### src/common/ssrc_consts.svh
// Constants of the SPI response control block: frame fields, codes and counts
`ifndef SSRC_CONSTS_SVH
`define SSRC_CONSTS_SVH

// Frame field positions, bit 0 is the first bit on both data lines
`define SSRC_MS_LO 0
`define SSRC_MS_HI 2
`define SSRC_CS_LO 3
`define SSRC_CS_HI 5
`define SSRC_DATA_LO 6
`define SSRC_DATA_HI 15

// Bit counter values
`define SSRC_BITS_FULL 5'h10
`define SSRC_BITS_SEL_DONE 5'h05
`define SSRC_BITS_OVER 5'h1f
`define SSRC_BITS_ZERO 5'h00
`define SSRC_BITS_ONE 5'h01

// Mode codes of the mode selection field
`define SSRC_MODE_INIT 3'h0
`define SSRC_MODE_RESTART 3'h1
`define SSRC_MODE_FAILSAFE 3'h2
`define SSRC_MODE_SLEEP 3'h3
`define SSRC_MODE_NORMAL 3'h4
`define SSRC_MODE_READ_ONLY 3'h7

// Configuration select codes
`define SSRC_SEL_CONFIG 3'h0
`define SSRC_SEL_WAKE 3'h1
`define SSRC_SEL_WDOG 3'h6
`define SSRC_SEL_LIMP 3'h7

// Positions of the link lines inside the synchroniser
`define SSRC_LNK_SCK 0
`define SSRC_LNK_CS 1
`define SSRC_LNK_SDI 2
`define SSRC_LNK_W 3

// Reset values
// Synchroniser reset: serial clock low, chip select high, data low
`define SSRC_SYNC_RST 3'h2
`define SSRC_RST_LOW 1'b0
`define SSRC_RST_HIGH 1'b1

`endif

### src/common/ssrc_pkg.sv
// Types shared by the SPI response control block
package ssrc_pkg;

	// Register content carried in a frame
	typedef logic [9:0] ssrc_word_t;

	// One frame: mode field in the low bits, content in the high bits
	typedef struct packed {
		ssrc_word_t data;
		logic [2:0] csel;
		logic [2:0] mode;
	} ssrc_cmd_t;

	// All eight selectable registers
	typedef ssrc_word_t [7:0] ssrc_regs_t;

	// Whole state of the top module
	typedef struct packed {
		logic sck_q;
		logic cs_q;
		logic [15:0] rx;
		logic [15:0] tx;
		logic [4:0] bitcnt;
		logic ro;
		logic first_pend;
		logic [2:0] first_mode;
		logic [2:0] first_sel;
		logic [2:0] pend_sel;
		logic [2:0] sent_sel;
		logic sent_explicit;
		logic serial_out_pin;
		logic sdo_oe_n;
		logic cmd_valid;
		ssrc_cmd_t cmd;
		logic write_stb;
		logic wd_trig;
		logic clr_stb;
		logic [2:0] clr_sel;
	} ssrc_state_t;

endpackage

### src/hdl/ssrc_top.sv
// SPI slave deciding the serial output data of each frame
`timescale 1ns/10ps

module ssrc_top
	import ssrc_pkg::*;
(
	input wire logic CLK,
	input wire logic RSTN,
	input wire logic SERIAL_CLK,
	input wire logic CHIP_SELECT_LOW,
	input wire logic SERIAL_IN_PIN,
	output logic SERIAL_OUT_PIN,
	output logic SERIAL_OUT_OE_N,
	input wire logic [2:0] CUR_MODE,
	input wire ssrc_regs_t SRC_REGS,
	input wire logic ENTER_NORMAL,
	input wire logic [2:0] PREV_MODE,
	input wire logic RESTART_BY_FAILURE,
	input wire logic WD_CFG_13,
	output logic CMD_VALID,
	output ssrc_cmd_t CMD,
	output logic WRITE_STB,
	output logic WD_TRIGGER,
	output logic CLEAR_STB,
	output logic [2:0] CLEAR_SEL
);

`include "ssrc_consts.svh"

	////////////////////////////////////////////////////////////////////////////
	// Reset release

	logic rst_meta;
	logic rst_n;

	// Two-flop release of the asynchronous reset
	always_ff @(posedge CLK or negedge RSTN) begin
		if (!RSTN) begin
			rst_meta <= `SSRC_RST_LOW;
			rst_n <= `SSRC_RST_LOW;
		end else begin
			rst_meta <= `SSRC_RST_HIGH;
			rst_n <= rst_meta;
		end
	end

	////////////////////////////////////////////////////////////////////////////
	// Link inputs

	logic [`SSRC_LNK_W-1:0] lnk_raw;
	logic [`SSRC_LNK_W-1:0] lnk;

	// Serial clock idles low, chip select idles high, data idles low
	assign lnk_raw = {SERIAL_IN_PIN, CHIP_SELECT_LOW, SERIAL_CLK};

	ssrc_sync3 #(
		.W(`SSRC_LNK_W),
		.RST_VAL(`SSRC_SYNC_RST)
	) u_sync (
		.clk(CLK),
		.rst_n(rst_n),
		.d(lnk_raw),
		.q(lnk)
	);

	////////////////////////////////////////////////////////////////////////////
	// Frame logic

	ssrc_state_t st;
	ssrc_state_t next_st;
	logic sck_rise;
	logic sck_fall;
	logic cs_fall;
	logic cs_rise;
	logic active;
	logic serial_in_pin;
	logic [2:0] ro_sel;
	logic [2:0] auto_mode;
	logic [2:0] auto_sel;

	// Edges of the filtered link lines
	assign sck_rise = lnk[`SSRC_LNK_SCK] && !st.sck_q;
	assign sck_fall = !lnk[`SSRC_LNK_SCK] && st.sck_q;
	assign cs_fall = !lnk[`SSRC_LNK_CS] && st.cs_q;
	assign cs_rise = lnk[`SSRC_LNK_CS] && !st.cs_q;
	assign active = !lnk[`SSRC_LNK_CS] && !st.cs_q;
	assign serial_in_pin = lnk[`SSRC_LNK_SDI];
	// Select field completes with the sixth bit
	assign ro_sel = {serial_in_pin, st.rx[`SSRC_CS_HI-1:`SSRC_CS_LO]};

	// Mode and register of the automatic first frame
	always_comb begin
		auto_mode = PREV_MODE;
		auto_sel = `SSRC_SEL_CONFIG;
		if (PREV_MODE == `SSRC_MODE_SLEEP) begin
			auto_sel = `SSRC_SEL_WAKE;
		end else if (PREV_MODE == `SSRC_MODE_FAILSAFE) begin
			auto_sel = `SSRC_SEL_LIMP;
		end else if (PREV_MODE == `SSRC_MODE_RESTART) begin
			auto_mode = `SSRC_MODE_RESTART;
			if (RESTART_BY_FAILURE && WD_CFG_13) begin
				auto_sel = `SSRC_SEL_LIMP;
			end else begin
				auto_sel = `SSRC_SEL_CONFIG;
			end
		end
	end

	// Next state of the whole block
	always_comb begin
		next_st = st;
		next_st.sck_q = lnk[`SSRC_LNK_SCK];
		next_st.cs_q = lnk[`SSRC_LNK_CS];
		next_st.cmd_valid = 1'b0;
		next_st.write_stb = 1'b0;
		next_st.wd_trig = 1'b0;
		next_st.clr_stb = 1'b0;
		if (cs_fall) begin
			// Load the outgoing frame at the start of the frame
			next_st.bitcnt = `SSRC_BITS_ZERO;
			next_st.ro = 1'b0;
			if (st.first_pend) begin
				next_st.tx = {SRC_REGS[st.first_sel], st.first_sel, st.first_mode};
				next_st.sent_sel = st.first_sel;
				next_st.sent_explicit = 1'b0;
			end else begin
				next_st.tx = {SRC_REGS[st.pend_sel], st.pend_sel, CUR_MODE};
				next_st.sent_sel = st.pend_sel;
				next_st.sent_explicit = 1'b1;
			end
			next_st.serial_out_pin = next_st.tx[0];
			next_st.sdo_oe_n = 1'b0;
		end else if (active) begin
			if (sck_rise && st.bitcnt != `SSRC_BITS_OVER) begin
				// Capture input bits in arrival order
				if (st.bitcnt < `SSRC_BITS_FULL) begin
					next_st.rx[st.bitcnt[3:0]] = serial_in_pin;
				end
				// Read-only swaps in the selected content before bit six goes out
				if (st.bitcnt == `SSRC_BITS_SEL_DONE &&
						st.rx[`SSRC_MS_HI:`SSRC_MS_LO] == `SSRC_MODE_READ_ONLY) begin
					next_st.tx[`SSRC_DATA_HI:`SSRC_DATA_LO] = SRC_REGS[ro_sel];
					next_st.sent_sel = ro_sel;
					next_st.sent_explicit = 1'b1;
					next_st.ro = 1'b1;
				end
				if (st.bitcnt == `SSRC_BITS_FULL) begin
					next_st.bitcnt = `SSRC_BITS_OVER;
				end else begin
					next_st.bitcnt = st.bitcnt + `SSRC_BITS_ONE;
				end
			end
			// Next output bit on the falling serial clock
			if (sck_fall && st.bitcnt < `SSRC_BITS_FULL) begin
				next_st.serial_out_pin = st.tx[st.bitcnt[3:0]];
			end
		end
		if (cs_rise) begin
			next_st.sdo_oe_n = 1'b1;
			next_st.serial_out_pin = 1'b0;
			if (st.bitcnt == `SSRC_BITS_FULL) begin
				// Complete frame: act on it now
				next_st.cmd_valid = 1'b1;
				next_st.cmd = st.rx;
				next_st.wd_trig = 1'b1;
				next_st.first_pend = 1'b0;
				if (st.ro) begin
					next_st.write_stb = 1'b0;
				end else begin
					next_st.write_stb = 1'b1;
					next_st.pend_sel = st.rx[`SSRC_CS_HI:`SSRC_CS_LO];
				end
				// Flags clear only after an explicit request was sent
				if (st.sent_explicit) begin
					next_st.clr_stb = 1'b1;
					next_st.clr_sel = st.sent_sel;
				end
			end
		end
		// Entering normal mode arms the automatic first frame
		if (ENTER_NORMAL) begin
			next_st.first_pend = 1'b1;
			next_st.first_mode = auto_mode;
			next_st.first_sel = auto_sel;
		end
	end

	// State register
	always_ff @(posedge CLK or negedge rst_n) begin
		if (!rst_n) begin
			st <= '0;
			st.cs_q <= 1'b1;
			st.sdo_oe_n <= 1'b1;
			st.bitcnt <= `SSRC_BITS_OVER;
			st.first_mode <= `SSRC_MODE_INIT;
			st.first_sel <= `SSRC_SEL_CONFIG;
			st.pend_sel <= `SSRC_SEL_CONFIG;
		end else begin
			st <= next_st;
		end
	end

	////////////////////////////////////////////////////////////////////////////
	// Outputs

	// All outputs straight from the state register
	assign SERIAL_OUT_PIN = st.serial_out_pin;
	assign SERIAL_OUT_OE_N = st.sdo_oe_n;
	assign CMD_VALID = st.cmd_valid;
	assign CMD = st.cmd;
	assign WRITE_STB = st.write_stb;
	assign WD_TRIGGER = st.wd_trig;
	assign CLEAR_STB = st.clr_stb;
	assign CLEAR_SEL = st.clr_sel;

endmodule

### src/hdl/ssrc_sync3.sv
// Three-stage input synchroniser with agreement filter
`timescale 1ns/10ps

module ssrc_sync3 #(
	parameter int W = 3,
	parameter logic [W-1:0] RST_VAL = '0
) (
	input wire logic clk,
	input wire logic rst_n,
	input wire logic [W-1:0] d,
	output logic [W-1:0] q
);

	typedef struct packed {
		logic [W-1:0] s1;
		logic [W-1:0] s2;
		logic [W-1:0] s3;
		logic [W-1:0] q;
	} ssrc_sync_t;

	ssrc_sync_t st;
	ssrc_sync_t next_st;

	// Shift the chain; a bit is taken once stages two and three agree
	always_comb begin
		next_st = st;
		next_st.s1 = d;
		next_st.s2 = st.s1;
		next_st.s3 = st.s2;
		for (int i = 0; i < W; i++) begin
			if (st.s2[i] == st.s3[i]) begin
				next_st.q[i] = st.s3[i];
			end
		end
	end

	// State register
	always_ff @(posedge clk or negedge rst_n) begin
		if (!rst_n) begin
			st <= {RST_VAL, RST_VAL, RST_VAL, RST_VAL};
		end else begin
			st <= next_st;
		end
	end

	assign q = st.q;

endmodule

### config.mk
export PLATFORM = sky130hd
export DESIGN_NAME = ssrc_top
export DESIGN_NICKNAME = d
export VERILOG_FILES = /design/src/common/ssrc_pkg.sv /design/src/hdl/ssrc_top.sv /design/src/hdl/ssrc_sync3.sv
export VERILOG_INCLUDE_DIRS = /design/src /design/src/common
export SDC_FILE = /design/constraint.sdc
export NUM_CORES = 1
export LEC_CHECK = 0
export ABC_AREA = 1
export CAP_MARGIN = 20
export CELL_PAD_IN_SITES_DETAIL_PLACEMENT = 1
export CELL_PAD_IN_SITES_GLOBAL_PLACEMENT = 2
export CORE_MARGIN = 2
export CORE_UTILIZATION = 25
export CTS_CLUSTER_SIZE = 8
export DETAILED_ROUTE_END_ITERATION = 8
export DONT_BUFFER_PORTS = 1
export GPL_ROUTABILITY_DRIVEN = 0
export PLACE_DENSITY = 0.58
export SLEW_MARGIN = 20
export SYNTH_ARGS = -nofsm -noshare
export SYNTH_HDL_FRONTEND = slang
export SYNTH_SLANG_ARGS = --single-unit
### constraint.sdc
create_clock -name CLK -period 3.75 [get_ports CLK]
set_input_delay 0.75 -clock CLK [delete_from_list [all_inputs] [get_ports CLK]]
set_output_delay 0.75 -clock CLK [all_outputs]
set_load 0.01 [all_outputs]
==> results.toml <==
[worst_setup_path]
critPathMaxFanout = 24
crit_start = "st[40]"
arrival_ns = 2.85
required_ns = 3.99
startpoint_type = "flop"
cp-end-kind = "flop"
path_class = "reg -> reg"
timing.rr.start = "st[40]"

[logic_synthesis]
synth_top_cell_area_share_pct = 34.4
async_reset_ff_share_pct = 100
synth.area.top_cells = "dfrtp_1 (34%), nand2_1 (14%), o21ai_0 (12%), a21oi_1 (5.7%), dfstp_2 (5.0%)"
synth_edf_count = 0
synth_nets = 928
synth_top_cell_by_area = "dfrtp_1"
synth_warnings = 0
ys_seq_area_share_pct = 39.4
syn-cell-area_um2 = 5810
synthFlopType = "dfrtp_1"
post_synth.cell_area_avg_um2 = 7.05
ys_types = 36
syn_inst = 825
ys_ff_latch = 91

[route]
drtIter0Drc = 265
ant_nets = 0
drc = 0
dr_wl_met2_mm = 9.70
wl_met3_mm = 1.03
vias = 5355
top_layer_used = "met4"
first_pass_iters = 4
wirelength_mm = 20.8
via_per_inst = 4.96
wire_per_inst_um = 19.3
drt-met1-wl_mm = 9.88

[clocking]
clockRootBuffer = "clkbuf_16"
htree_num_levels = 3
worstSkewPairLatency_ns = 0.34
cts_setup_buffers = 0
cts_resized = 0
clockBufferDepth = 2
cts_buffers = 9
cts.clk_slew.worst_paths_ns = 0.07
clock-sinks = 91
cts_hold_buf = 0
cts_tree = "done"

[global_routing]
grt_max_degree = 78
grt_overflow = 0
grt_pass1_wl_mm = 33.4
antenna_found_initial = 0
first_global_vias = 5771
track_usage_pct = 17.6

[place]
dp_cells = 1060
placed_area_um2 = 5920
dp.final_hpwl_mm = 15.0
port_buffers = 0

[sta]
slew_viol_final = 0
fin_skew_ns = 0.0106
finalCritPeriodShare_pct = 69.8
setup_tns_ns = 0
period_needed_ns = 2.62
finalHoldViolations = 0
worst_pin_slew_ns = 0.982
max_freq_ghz = 0.382
rsz0062_at_grt = "false"
max-slew-margin-rel_pct = 34.3
finalSetupViolCount = 0

[floorplan]
io_pins = 119
row_count = 55
dieArea_um2 = 24500
fp.dieW_um = 157
initial_core_util_pct = 25.6
die_h_um = 157
design.core.area_um2 = 22700

[layout]
n_antenna_cell = 0
drive_gt1_share_pct = 8.94
post-route-util_pct = 27.7
instances_no_fill = 1079
area_growth_pct = 8.09
fin_nets = 892
finalInstanceArea_um2 = 6280

[pwr]
p_leak_nw = 2.81
power_mw = 2.57
power_density_nw_per_um2 = 409
vdd_drop_max_v = 0.000190

[min_path]
hp-class = "in -> async"

[job]
max_cap_viol_count = 0

[status]
status = "complete, no violations"
[report_power, final]
group | switching [mW] | internal, mW | total, mW
Combinational | 0.307 | 0.159 | 0.466
Clock | 0.408 | 0.525 | 0.933
Sequential | 0.0809 | 1.09 | 1.17
[path summary, 6_finish.rpt]
check	end	slack (ns)	cells after the start
setup reg to reg	CMD[6]	1.13	8
max in group asynchronous	st[75]	2.66	2
min in group CLK	u_sync.next_st[5]	0.36	0
setup / recovery	CMD[6]	1.13	8
hold reg to reg	u_sync.st[5]	0.25	0
hold / removal	rst_n	0.1	0
[critical path, stage by stage (launching register included)]
cell	delay [ns]
dfstp_2	0.68
clkinv_1	0.34
ha_1	0.34
nand2_1	0.12
nor2_4	0.06
nand2_2	0.43
inv_1	0.34
nand2_1	0.15
nand2_1	0.05
[state kept, by name, summed over array words and instances (netlist names)]
signal	flops
rst_n	1
SERIAL_OUT_PIN	1
ro_sel	2
st	51
u_sync.next_st	6
u_sync.q	3
u_sync.st	3
CLEAR_STB	1
WRITE_STB	1
CMD_VALID	1
CMD	16
rst_meta	1
SERIAL_OUT_OE_N	1
CLEAR_SEL	3
[layout make-up]
class                      instances  area (um2)
multi-input combinational        593        2890
tap                              285         357
inverter                          81         304
clock buffer                      10         229
timing repair buffer              13         133
clock inverter                     6        71.3
fill                            2825       16400
sequential                        91        2300
[cell families after synthesis]
logic type,synth area share [%]
buffers and inverters,10.9
other,0.0645
XOR/XNOR,0.151
multiplexers,0.775
flip-flops,39.4
AO/OA/AOI/OAI,23.6
adder cells (fa/ha/maj),2.45
AND/OR/NAND/NOR,22.7
[cell usage after synthesis, types with 9 or more instances]
library cell	instances
a21oi_1	66
buf_2	10
buf_4	21
clkbuf_1	24
dfrtp_1	80
dfstp_2	11
ha_1	9
inv_1	77
nand2_1	219
nand3_1	22
nor2_1	63
o211ai_1	17
o21ai_0	140
[per-stage QoR]
| step | setup WS [ns] | hold WS, ns |
|---|---|---|
| floorplan | 1.05 | 0.331 |
| global placement | 1.26 | 0.338 |
| detailed placement | 1.11 | 0.338 |
| CTS | 1.10 | 0.0823 |
| global route | 0.871 | 0.0752 |
| finish | 1.13 | 0.0989 |
[metal layers]
metal / up-vias / global-route usage (%)
met5: - / 0
met1: 2638 / 23.8
met3: 16 / 3.96
met2: 90 / 29.3
li1: 2611 / -
met4: 0 / 3.01
[cells in the final DEF (no fill, tap or decap), drive strengths merged, types with 2 or more instances in the layout]
| cell type | n |
|---|---|
| o22ai | 8 |
| dfstp | 11 |
| clkbuf | 10 |
| nor3 | 4 |
| a22oi | 3 |
| a31oi | 7 |
| o211ai | 20 |
| mux2 | 4 |
| dfrtp | 80 |
| nand3 | 22 |
| clkinv | 2 |
| maj3 | 3 |
| a21oi | 72 |
| nand2 | 222 |
| nor2 | 74 |
| inv | 82 |
| o21ai | 140 |
| buf | 13 |
| clkinvlp | 2 |
| ha | 9 |
(Power assumes the default switching activity.)
